===== src/iasm_pkg.sv =====
// shared constants and types for the slave address match and status block
package iasm_pkg;
	// register bus geometry
	localparam int ADDR_W = 4;
	localparam int DATA_W = 8;

	// register offsets
	localparam logic [3:0] OFS_STATUS = 4'h0;
	localparam logic [3:0] OFS_CONTROL = 4'h1;
	localparam logic [3:0] OFS_OWN_ADDR = 4'h2;
	localparam logic [3:0] OFS_INT_STATUS = 4'h3;
	localparam logic [3:0] OFS_INT_ENABLE = 4'h4;
	localparam logic [3:0] OFS_INT_CLEAR = 4'h5;
	localparam logic [3:0] OFS_RX_DATA = 4'h6;

	// serial_port_status field positions
	localparam int STAT_SLEW_BIT = 7;
	localparam int STAT_CKE_BIT = 6;
	localparam int STAT_DA_BIT = 5;
	localparam int STAT_UPD_BIT = 1;

	// control field positions
	localparam int CTRL_EN_BIT = 5;
	localparam int CTRL_MODE_LSB = 0;
	localparam int CTRL_MODE_W = 4;

	// port_mode_field codes
	localparam logic [3:0] MODE_I2C_7BIT = 4'h6;
	localparam logic [3:0] MODE_I2C_10BIT = 4'h7;
	localparam logic [3:0] MODE_MASK_LOAD = 4'h9;

	// interrupt bit positions
	localparam int INT_MATCH_BIT = 0;
	localparam int INT_RX_BIT = 1;
	localparam int INT_W = 2;

	// reset values
	localparam logic [7:0] MASK_RST = 8'hFF;
	localparam logic [7:0] OWN_ADDR_RST = 8'h00;
	localparam logic [7:0] STATUS_RST = 8'h00;
	localparam logic [7:0] CONTROL_RST = 8'h00;
	localparam logic [1:0] INT_RST = 2'h0;

	// one register bus request
	typedef struct packed {
		logic [3:0] addr;
		logic [7:0] wdata;
		logic wr;
		logic rd;
	} iasm_bus_req_t;

	// receive sequencing states
	typedef enum logic [1:0] {ST_IDLE, ST_SHIFT, ST_ACK_WAIT, ST_ACK} iasm_state_t;
endpackage


===== src/iasm_core.sv =====
// slave address match, status flags and register file of the i2c slave port
//
// Summary of operation
// - In i2c modes a read-only status bit tells whether the last byte was data or address.
// - In 10-bit addressing an address flag is set when software must load the next address part.
// - The address flag matters only in 10-bit mode and clear means no reload is needed.
// - Each set mask bit 7..1 makes that received address bit compare with the own address bit.
// - A cleared mask bit makes that received address bit ignored for matching.
// - In 10-bit slave mode (code 0111) mask bit 0 governs comparison of address bit 0.
// - Outside 10-bit slave mode mask bit 0 has no effect at all.
// - The mask register resets to all ones.
// - The eight-bit own address register is read/write, resets to zero, holds the compare value.
// - Mode code 0110 selects 7-bit slave and 0111 selects 10-bit slave addressing.
// - With mode code 1001, accesses at the own address location reach the mask register.
//
// Our own choices: the register addresses and the address-and-strobe port.
`timescale 1ns/10ps
module iasm_core (
	input logic clk_sys,
	input logic reset,
	input iasm_pkg::iasm_bus_req_t busReq,
	output logic [7:0] busRdata,
	input logic sclIn,
	input logic sdaIn,
	output logic sdaOut,
	output logic sdaOeN,
	output logic irq
);
	import iasm_pkg::*;

	logic [7:0] ownAddr_reg;
	logic [7:0] mask_reg;
	logic [7:0] control_reg;
	logic sampleSlew_reg;
	logic cke_reg;
	logic dataAddr_reg;
	logic addrUpdate_reg;
	logic [7:0] rxData_reg;
	logic [INT_W-1:0] intStatus_reg;
	logic [INT_W-1:0] intEnable_reg;
	logic [7:0] rdata_reg;
	logic [1:0] sclSync_reg;
	logic [1:0] sdaSync_reg;
	logic sclLast_reg;
	logic sdaLast_reg;
	iasm_state_t state_reg;
	logic [2:0] bitCnt_reg;
	logic [6:0] shift_reg;
	logic [1:0] byteIdx_reg;
	logic addressed_reg;
	logic ackReq_reg;
	logic sdaOeN_reg;
	logic addrHit_reg;

	logic [3:0] portMode;
	logic i2cOn;
	logic tenBit;
	logic sclRise;
	logic sclFall;
	logic startSeen;
	logic stopSeen;
	logic byteDone;
	logic [7:0] byteNow;
	logic isAddr;
	logic [7:0] effMask;
	logic addrMatch;
	logic wrOwnLoc;
	logic wrMaskLoc;
	logic uaSet;
	logic [INT_W-1:0] intEvents;

	// mode decode
	assign portMode = control_reg[CTRL_MODE_LSB +: CTRL_MODE_W];
	assign tenBit = (portMode == MODE_I2C_10BIT);
	assign i2cOn = control_reg[CTRL_EN_BIT] &&
		((portMode == MODE_I2C_7BIT) || tenBit);

	// pin synchronisers, second stage is the only reader of the first
	always_ff @(posedge clk_sys or posedge reset) begin
		if (reset) begin
			sclSync_reg <= 2'h3;
			sdaSync_reg <= 2'h3;
			sclLast_reg <= 1'b1;
			sdaLast_reg <= 1'b1;
		end else begin
			sclSync_reg <= {sclSync_reg[0], sclIn};
			sdaSync_reg <= {sdaSync_reg[0], sdaIn};
			sclLast_reg <= sclSync_reg[1];
			sdaLast_reg <= sdaSync_reg[1];
		end
	end

	// bus conditions seen on synchronised pins
	assign sclRise = sclSync_reg[1] && !sclLast_reg;
	assign sclFall = !sclSync_reg[1] && sclLast_reg;
	assign startSeen = sclSync_reg[1] && sclLast_reg && sdaLast_reg && !sdaSync_reg[1];
	assign stopSeen = sclSync_reg[1] && sclLast_reg && !sdaLast_reg && sdaSync_reg[1];

	// byte completes on the eighth rising clock
	assign byteDone = i2cOn && (state_reg == ST_SHIFT) && sclRise && (bitCnt_reg == 3'h7);
	assign byteNow = {shift_reg, sdaSync_reg[1]};

	// address bytes: first after start, second too in 10-bit write
	assign isAddr = (byteIdx_reg == 2'h0) ||
		(tenBit && (byteIdx_reg == 2'h1) && !addressed_reg);

	// bit 0 joins the compare only in 10-bit mode
	assign effMask = {mask_reg[7:1], tenBit ? mask_reg[0] : 1'b0};

	// masked compare, cleared mask bits drop out entirely
	assign addrMatch = ((byteNow ^ ownAddr_reg) & effMask) == 8'h00;

	// receive sequencing and acknowledge drive
	always_ff @(posedge clk_sys or posedge reset) begin
		if (reset) begin
			state_reg <= ST_IDLE;
			bitCnt_reg <= 3'h0;
			shift_reg <= 7'h00;
			byteIdx_reg <= 2'h0;
			addressed_reg <= 1'b0;
			ackReq_reg <= 1'b0;
			sdaOeN_reg <= 1'b1;
		end else if (!i2cOn || stopSeen) begin
			state_reg <= ST_IDLE;
			addressed_reg <= 1'b0;
			sdaOeN_reg <= 1'b1;
		end else if (startSeen) begin
			// repeated start keeps a finished 10-bit match alive
			state_reg <= ST_SHIFT;
			bitCnt_reg <= 3'h0;
			byteIdx_reg <= 2'h0;
			sdaOeN_reg <= 1'b1;
		end else begin
			case (state_reg)
				ST_SHIFT: begin
					if (sclRise) begin
						shift_reg <= byteNow[6:0];
						bitCnt_reg <= bitCnt_reg + 3'h1;
					end
					if (byteDone) begin
						state_reg <= ST_ACK_WAIT;
						if (byteIdx_reg != 2'h2) begin
							byteIdx_reg <= byteIdx_reg + 2'h1;
						end
						if (isAddr) begin
							ackReq_reg <= addrMatch;
							// 7-bit match, or low byte of a 10-bit pair
							if (addrMatch && (!tenBit || byteIdx_reg == 2'h1)) begin
								addressed_reg <= 1'b1;
							end
						end else begin
							ackReq_reg <= addressed_reg;
						end
					end
				end
				ST_ACK_WAIT: begin
					if (sclFall) begin
						sdaOeN_reg <= !ackReq_reg;
						state_reg <= ST_ACK;
					end
				end
				ST_ACK: begin
					if (sclFall) begin
						sdaOeN_reg <= 1'b1;
						bitCnt_reg <= 3'h0;
						// a refused byte parks the receiver until next start
						state_reg <= ackReq_reg ? ST_SHIFT : ST_IDLE;
					end
				end
				default: begin
					state_reg <= ST_IDLE;
				end
			endcase
		end
	end

	// one-cycle pulse on every own-address hit
	always_ff @(posedge clk_sys or posedge reset) begin
		if (reset) begin
			addrHit_reg <= 1'b0;
		end else begin
			addrHit_reg <= byteDone && isAddr && addrMatch;
		end
	end

	// software access decode, mask load mode steals the address location
	assign wrOwnLoc = busReq.wr && (busReq.addr == OFS_OWN_ADDR) && (portMode != MODE_MASK_LOAD);
	assign wrMaskLoc = busReq.wr && (busReq.addr == OFS_OWN_ADDR) && (portMode == MODE_MASK_LOAD);

	// own address and mask storage
	always_ff @(posedge clk_sys or posedge reset) begin
		if (reset) begin
			ownAddr_reg <= OWN_ADDR_RST;
			mask_reg <= MASK_RST;
		end else begin
			if (wrOwnLoc) begin
				ownAddr_reg <= busReq.wdata;
			end
			if (wrMaskLoc) begin
				mask_reg <= busReq.wdata;
			end
		end
	end

	// control and the two writable status bits
	always_ff @(posedge clk_sys or posedge reset) begin
		if (reset) begin
			control_reg <= CONTROL_RST;
			sampleSlew_reg <= STATUS_RST[STAT_SLEW_BIT];
			cke_reg <= STATUS_RST[STAT_CKE_BIT];
		end else begin
			if (busReq.wr && busReq.addr == OFS_CONTROL) begin
				control_reg <= busReq.wdata;
			end
			// left as software wrote them; i2c use wants them clear
			if (busReq.wr && busReq.addr == OFS_STATUS) begin
				sampleSlew_reg <= busReq.wdata[STAT_SLEW_BIT];
				cke_reg <= busReq.wdata[STAT_CKE_BIT];
			end
		end
	end

	// data/address indication follows every completed byte
	always_ff @(posedge clk_sys or posedge reset) begin
		if (reset) begin
			dataAddr_reg <= STATUS_RST[STAT_DA_BIT];
		end else if (!i2cOn) begin
			dataAddr_reg <= 1'b0;
		end else if (byteDone) begin
			dataAddr_reg <= !isAddr;
		end
	end

	// update flag: a hit in 10-bit mode sets, an own address write clears
	assign uaSet = byteDone && isAddr && addrMatch && tenBit;
	always_ff @(posedge clk_sys or posedge reset) begin
		if (reset) begin
			addrUpdate_reg <= STATUS_RST[STAT_UPD_BIT];
		end else if (uaSet) begin
			addrUpdate_reg <= 1'b1;
		end else if (wrOwnLoc || !tenBit) begin
			addrUpdate_reg <= 1'b0;
		end
	end

	// received data byte holding register
	always_ff @(posedge clk_sys or posedge reset) begin
		if (reset) begin
			rxData_reg <= 8'h00;
		end else if (byteDone && !isAddr && addressed_reg) begin
			rxData_reg <= byteNow;
		end
	end

	// sticky interrupt status, a set beats a clear in the same cycle
	assign intEvents = {byteDone && !isAddr && addressed_reg, addrHit_reg};
	always_ff @(posedge clk_sys or posedge reset) begin
		if (reset) begin
			intStatus_reg <= INT_RST;
			intEnable_reg <= INT_RST;
		end else begin
			if (busReq.wr && busReq.addr == OFS_INT_ENABLE) begin
				intEnable_reg <= busReq.wdata[INT_W-1:0];
			end
			if (busReq.wr && busReq.addr == OFS_INT_CLEAR) begin
				intStatus_reg <= (intStatus_reg & ~busReq.wdata[INT_W-1:0]) | intEvents;
			end else begin
				intStatus_reg <= intStatus_reg | intEvents;
			end
		end
	end

	// read data registered, valid the cycle after the strobe only
	always_ff @(posedge clk_sys or posedge reset) begin
		if (reset) begin
			rdata_reg <= 8'h00;
		end else if (busReq.rd) begin
			case (busReq.addr)
				OFS_STATUS: begin
					rdata_reg <= {sampleSlew_reg, cke_reg, dataAddr_reg, 3'h0, addrUpdate_reg, 1'b0};
				end
				OFS_CONTROL: begin
					rdata_reg <= control_reg;
				end
				OFS_OWN_ADDR: begin
					rdata_reg <= (portMode == MODE_MASK_LOAD) ? mask_reg : ownAddr_reg;
				end
				OFS_INT_STATUS: begin
					rdata_reg <= {6'h00, intStatus_reg};
				end
				OFS_INT_ENABLE: begin
					rdata_reg <= {6'h00, intEnable_reg};
				end
				OFS_RX_DATA: begin
					rdata_reg <= rxData_reg;
				end
				default: begin
					rdata_reg <= 8'h00;
				end
			endcase
		end else begin
			rdata_reg <= 8'h00;
		end
	end

	// outputs; open-drain data only ever pulls low
	assign busRdata = rdata_reg;
	assign sdaOut = 1'b0;
	assign sdaOeN = sdaOeN_reg;
	assign irq = |(intStatus_reg & intEnable_reg);

	chk_da_address: assert property (@(posedge clk_sys) disable iff (reset)
		byteDone && isAddr |=> !dataAddr_reg)
		else $error("data/address bit not cleared after address byte");

	chk_da_data: assert property (@(posedge clk_sys) disable iff (reset)
		byteDone && !isAddr |=> dataAddr_reg)
		else $error("data/address bit not set after data byte");

	chk_ua_set: assert property (@(posedge clk_sys) disable iff (reset)
		byteDone && isAddr && addrMatch && tenBit |=> addrUpdate_reg)
		else $error("update flag missing after 10-bit address hit");

	chk_ua_clear: assert property (@(posedge clk_sys) disable iff (reset)
		(wrOwnLoc || !tenBit) && !uaSet |=> !addrUpdate_reg)
		else $error("update flag not cleared");

	chk_mask_excl: assert property (@(posedge clk_sys) disable iff (reset)
		byteDone && isAddr && (((byteNow[7:1] ^ ownAddr_reg[7:1]) & mask_reg[7:1]) != 7'h00)
		|=> !addrHit_reg ##1 !addrHit_reg)
		else $error("hit declared with a masked-in bit differing");

	chk_bit0_ten: assert property (@(posedge clk_sys) disable iff (reset)
		byteDone && isAddr && tenBit && mask_reg[0] && (byteNow[0] != ownAddr_reg[0])
		|=> !addrHit_reg)
		else $error("bit 0 ignored in 10-bit mode");

	chk_bit0_seven: assert property (@(posedge clk_sys) disable iff (reset)
		byteDone && isAddr && !tenBit
		&& (((byteNow[7:1] ^ ownAddr_reg[7:1]) & mask_reg[7:1]) == 7'h00)
		|=> addrHit_reg)
		else $error("bit 0 affected 7-bit matching");

	chk_mask_load: assert property (@(posedge clk_sys) disable iff (reset)
		wrMaskLoc |=> (mask_reg == $past(busReq.wdata)) && $stable(ownAddr_reg))
		else $error("mask load mode did not redirect write");

	chk_own_write: assert property (@(posedge clk_sys) disable iff (reset)
		wrOwnLoc |=> (ownAddr_reg == $past(busReq.wdata)) && $stable(mask_reg))
		else $error("own address write lost");
endmodule


===== config.mk =====
export PLATFORM = sky130hd
export DESIGN_NAME = iasm_core
export DESIGN_NICKNAME = d
export VERILOG_FILES = /design/src/iasm_pkg.sv /design/src/iasm_core.sv
export SDC_FILE = /design/constraint.sdc
export NUM_CORES = 1
export LEC_CHECK = 0
export BUFFER_PORTS_ARGS = -buffer_cell sky130_fd_sc_hd__buf_2
export CORE_MARGIN = 8
export CORE_UTILIZATION = 55
export CTS_BUF_LIST = sky130_fd_sc_hd__clkbuf_16
export CTS_CLUSTER_SIZE = 40
export DETAILED_ROUTE_END_ITERATION = 8
export GPL_TIMING_DRIVEN = 0
export MAX_ROUTING_LAYER = met4
export PLACE_DENSITY = 0.86
export SLEW_MARGIN = 40
export SYNTH_ARGS = -nofsm -noshare
export SYNTH_HDL_FRONTEND = slang
export SYNTH_SLANG_ARGS = --single-unit

===== constraint.sdc =====
create_clock -name clk_sys -period 2.95 [get_ports clk_sys]
set_clock_uncertainty 0.05 [all_clocks]
set_input_delay 0.295 -clock clk_sys [delete_from_list [all_inputs] [get_ports clk_sys]]
set_output_delay 0.295 -clock clk_sys [all_outputs]
set_load 0.01 [all_outputs]

Yosys cells after proc, flatten, opt, wreduce, memory -nomap -nowiden
Cells that the tools add are included.
{"block": "op_classes", "mux": 36, "bitwise": 9, "n_reduce_logical": 61, "n_addsub": 2, "n_eq_ne": 23}
{"operator": "case mux 8 bit (6 select lines)", "count": 1}
{"operator": "logical AND 1 bit", "count": 26}
{"operator": "== test 4 x 3 -> 1 bit (second input constant)", "count": 5}
{"operator": "two-way mux 2 bit", "count": 10}
{"operator": "two-way mux 1 bit", "count": 17}
{"operator": "two-way mux 8 bit", "count": 2}
{"operator": "AND reduction 4 bit", "count": 4}
{"operator": "nonzero test 2 bit", "count": 8}
{"operator": "!= test 4 bit (second input constant)", "count": 3}
{"operator": "logical NOT 1 bit", "count": 9}
{"operator": "two-way mux 3 bit", "count": 3}
{"operator": "bitwise AND 8 bit", "count": 1}
{"operator": "== test 4 x 2 -> 1 bit (second input constant)", "count": 2}
{"operator": "logical NOT 8 bit", "count": 1}
{"operator": "XOR 8 bit", "count": 1}
{"operator": "!= test 3 bit (second input constant)", "count": 2}
{"operator": "case mux 2 bit (3 select lines)", "count": 1}
{"operator": "case mux 3 bit (2 select lines)", "count": 1}
{"operator": "AND reduction 3 bit", "count": 2}
{"operator": "logical OR 1 bit", "count": 5}
{"operator": "AND reduction 5 bit", "count": 1}
{"operator": "bitwise AND 2 bit", "count": 2}
{"operator": "== test 2 x 1 -> 1 bit (second input constant)", "count": 2}
{"operator": "== test 2 bit (second input constant)", "count": 2}
{"operator": "17 further kinds", "count": 20}
{"block": "totals", "register_bits": 72, "elab_cells": 154}

Depth between registers and ports, before layout
{"block": "depth", "ltp_word": 11, "ltp_mapped": 6, "depth_no_buf": 6}

Worst setup path after synthesis
OpenSTA, ideal clock, no wires.
{"block": "synth_path", "path_type": "reg2reg", "startpoint": "register sclSync_reg[1]", "endpoint": "register rxData_reg[0]", "setup_ps": 125, "slack_ps": 1146, "path_buffers": 0, "synth_period_minus_slack_ps": 1804, "arrival_time_ps": 1629, "path_stages_with_launch": 6, "path_cell_list": "dfstp_2 > and2b_2 > nand3_4 > or2_4 > nor2_4 > mux2_2"}
{"block": "synth_between", "elab_chain_len": 5}
{"element": "from (decl)", "line": "iasm_core.sv:42", "rtl": "logic [1:0] sclSync_reg;"}
{"element": "from (signal assigned)", "line": "iasm_core.sv:86", "rtl": "sclSync_reg <= {sclSync_reg[0], sclIn};"}
{"element": "logical AND 1 bit", "line": "iasm_core.sv:94", "rtl": "assign sclRise = sclSync_reg[1] && !sclLast_reg;"}
{"element": "logical AND 1 bit (2 in a row)", "line": "iasm_core.sv:100", "rtl": "assign byteDone = i2cOn && (state_reg == ST_SHIFT) && sclRise && (bitCnt_reg == 3'h7);"}
{"element": "logical AND 1 bit (2 in a row)", "line": "iasm_core.sv:250", "rtl": "end else if (byteDone && !isAddr && addressed_reg) begin"}
{"element": "to (signal assigned)", "line": "iasm_core.sv:251", "rtl": "rxData_reg <= byteNow;"}
{"element": "to (decl)", "line": "iasm_core.sv:38", "rtl": "logic [7:0] rxData_reg;"}
Every way passes these cells.
A chain may end at the register's enable or synchronous reset.

Worst setup path in the final report
{"block": "layout_path", "startpoint": "register state_reg[1]", "endpoint": "register rxData_reg[6]"}
{"block": "layout_between", "elab_chain_len": 6}
{"element": "from (decl)", "line": "iasm_core.sv:46", "rtl": "iasm_state_t state_reg;"}
{"element": "from (signal assigned)", "line": "iasm_core.sv:167", "rtl": "state_reg <= ackReq_reg ? ST_SHIFT : ST_IDLE;"}
{"element": "== test 2 x 1 -> 1 bit", "line": "iasm_core.sv:100"}
{"element": "logical AND 1 bit (3 in a row)", "line": "iasm_core.sv:100"}
{"element": "logical AND 1 bit (2 in a row)", "line": "iasm_core.sv:250"}
Every way passes these cells.

==> results.yml <==
run_status:
  outcome: "finished, final reports clean"
grt:
  grt_pass1_vias: 2405
  grtUsageTotal_pct: 18.1
  grt_pass1_wl_mm: 12.0
  overflow: 0
  grt_max_degree: 53
  antenna_found_initial: 0
pwr:
  p_leak_nw: 1.85
  intPower_mw: 1.85
  p_sw_share_pct: 24.1
  vdd_ir_drop_max_uv: 361
  seqPwrFrac_pct: 47.3
  clkPwrFrac_pct: 42.5
  powerDensity_nw_per_um2: 607
  comb_power_share_pct: 10.2
  netSwitchingPower_mw: 0.587
die:
  core-area_um2: 6200
  ios: 29
  die_h_um: 95.4
  rows: 29
  start_util_pct: 55.8
  die_w_um: 95.4
  die_area_um2: 9090
worst_hold_path:
  hold_path_class: "primary input to flip-flop"
timing:
  hold_violations: 0
  tightest_slew_ns: 0.640
  post-route-period-util_pct: 70.7
  drv_slew: 0
  setup_viol: 0
  slew_headroom_pct: 57.0
  max_freq_ghz: 0.480
  rsz0062_at_grt: "false"
  worst_slack_ns: 0.866
  layout_min_cycle_time_ns: 2.08
  hold_ws_ns: 0.0108
drt:
  ant_nets: 0
  vias: 2363
  drt-pass1-iter-count: 6
  met1_length_mm: 3.03
  drt_iter0_markers: 223
  met3_length_um: 504
  via_per_inst: 6.06
  wirelength_mm: 7.37
  dr_wl_met2_mm: 3.66
  wl_per_cell_um: 18.9
  top_layer: "met4"
  drc: 0
synth:
  synth_seq_area_share_pct: 52.5
  ys_warn_count: 0
  async_flop_share_pct: 100
  ys_top_cells_by_area: "dfrtp_1, mux2_2, dfstp_2"
  synthCells: 270
  ys_ff_latch: 72
  synthTopCellsByCount: "dfrtp_1, mux2_2, dfstp_2, nand2_1, nor2_1"
  yosysUniqueCellTypes: 53
  synth_ff_type: "dfrtp_1"
  yosys.area.top_type: "dfrtp_1"
  synth.avg_cell_area_um2: 12.8
  yosysMostFrequentCell: "dfrtp_1"
  syn_nets: 296
  synth_area_um2: 3460
  netlist.area_leader.share_pct: 41.2
  synth_edf_count: 0
cts:
  cts_tree: "yes"
  cts_buffer_depth: 2
  cts.sinks: 72
  cts-htree-levels: 3
  cts_resized: 0
  clk_pin_slew_ns: 0.05
  cts-root-buf: "clkbuf_16"
  cts-hold-fix-buffers: 1
  numCtsBuffers: 9
  postCtsSetupRepairBufs: 0
  clk_latency_ns: 0.33
placement:
  gp_congestion: 0.805
  place_inst: 373
  hpwl_mm: 5.00
  pre_cts_ws_ns: 0.865
  port_buffers: 25
finish:
  fin_nets: 334
  final_cells: 390
  synthToLayoutAreaGrowth_pct: 16.1
  layout-drive-gt1-share_pct: 41.5
  antennaDiodeCount: 0
  n_fill_cell: 437
worst_setup_path:
  cp_slowest_stage_delay_ns: 0.42
  path_class: "flip-flop to flip-flop"
  cp.required_ns: 3.11
  cp-start-kind: "flip-flop"
  critPathMaxFanout: 9
  crit_slowest_cell: "dfrtp_1"
  setup.worst_path.end_class: "flip-flop"
  cp.arrival_ns: 2.25
  cp_cell_sequence: "inv_1 > ha_1 > nand3_4 > or2_4 > nor2_4 > mux2_2"
job:
  drv_cap: 0
critical path: cells and delay by family (launching register included):
kind,cells,cell delay [ns]
simple gates,3,0.72
flops,1,0.42
fa+ha+maj,1,0.32
buf+inv,1,0.07
mux,1,0.39
layout make-up:
type | count | area [um2] | share of cell area, %
buffer | 5 | 30.0 | 0.747
timing repair buffer | 27 | 163 | 4.04
sequential | 72 | 1820 | 45.3
inverter | 7 | 31.3 | 0.778
tap | 77 | 96.3 | 2.40
clock buffer | 9 | 225 | 5.60
multi-input combinational | 186 | 1590 | 39.6
clock inverter | 7 | 62.6 | 1.56
placed cells by master (no fill, tap or decap), drive strengths merged, types with 7 or more instances in the layout:
master | synthesis | layout
dfrtp | 57 | 57
mux2 | 55 | 55
buf | 5 | 31
nor2 | 16 | 16
nand2 | 15 | 15
dfstp | 15 | 15
clkbuf | 0 | 9
xor2 | 8 | 8
ha | 8 | 8
a222oi | 7 | 7
a21oi | 7 | 7
inv | 7 | 7
nand3 | 7 | 7
layer usage:
layer  vias to the layer above  GRT usage, %
li1                       1075             -
met1                      1189          21.2
met2                        84          28.3
met3                        15          3.62
met4                         0          10.5
met5                         -             -
per-stage QoR:
stage / util (%) / setup TNS (ns) / area, um2 / power (mW)
6_report: 64.8 / 0 / 4020 / 2.44
5_1_grt: 64.8 / 0 / 4020 / 2.53
4_1_cts: 64.8 / 0 / 4020 / 2.45
3_5_place_dp: 60.0 / 0 / 3720 / 1.41
3_3_place_gp: 59.4 / -0.202 / 3690 / 1.39
2_1_floorplan: - / 0 / 3460 / 1.33
power by group through the flow:
stage               clock network [mW]  logic (mW)  registers [mW]
global route                      1.10       0.272            1.16
detailed placement                   0       0.244            1.16
finish                            1.04       0.250            1.15
global placement                     0       0.229            1.16
CTS                               1.05       0.250            1.15
floorplan                            0       0.187            1.14
final timing paths:
| path | from | to | slack [ns] | cells after the start |
|---|---|---|---|---|
| max | state_reg[1] | rxData_reg[6] | 0.87 | 6 |
| min | sdaIn | sdaSync_reg[0] | 0.01 | 1 |
| max reg2reg | state_reg[1] | rxData_reg[6] | 0.87 | 6 |
| min reg2reg | sdaSync_reg[0] | sdaSync_reg[1] | 0.30 | 0 |
| max in group asynchronous | reset | mask_reg[7] | 1.90 | 4 |
| min in group asynchronous | reset | byteIdx_reg[0] | 0.40 | 3 |
logic make-up after synthesis:
group / after synthesis / share of synthesized area, %
AND/OR/NAND/NOR: 72 / 13.1
buffers and inverters: 12 / 1.63
other: 1 / 0.108
flip-flops: 72 / 52.5
AO/OA/AOI/OAI: 36 / 8.09
adder cells (fa/ha/maj): 8 / 2.89
XOR/XNOR: 8 / 2.02
multiplexers: 61 / 19.6
No activity file was read; power rests on OpenSTA's default activity.
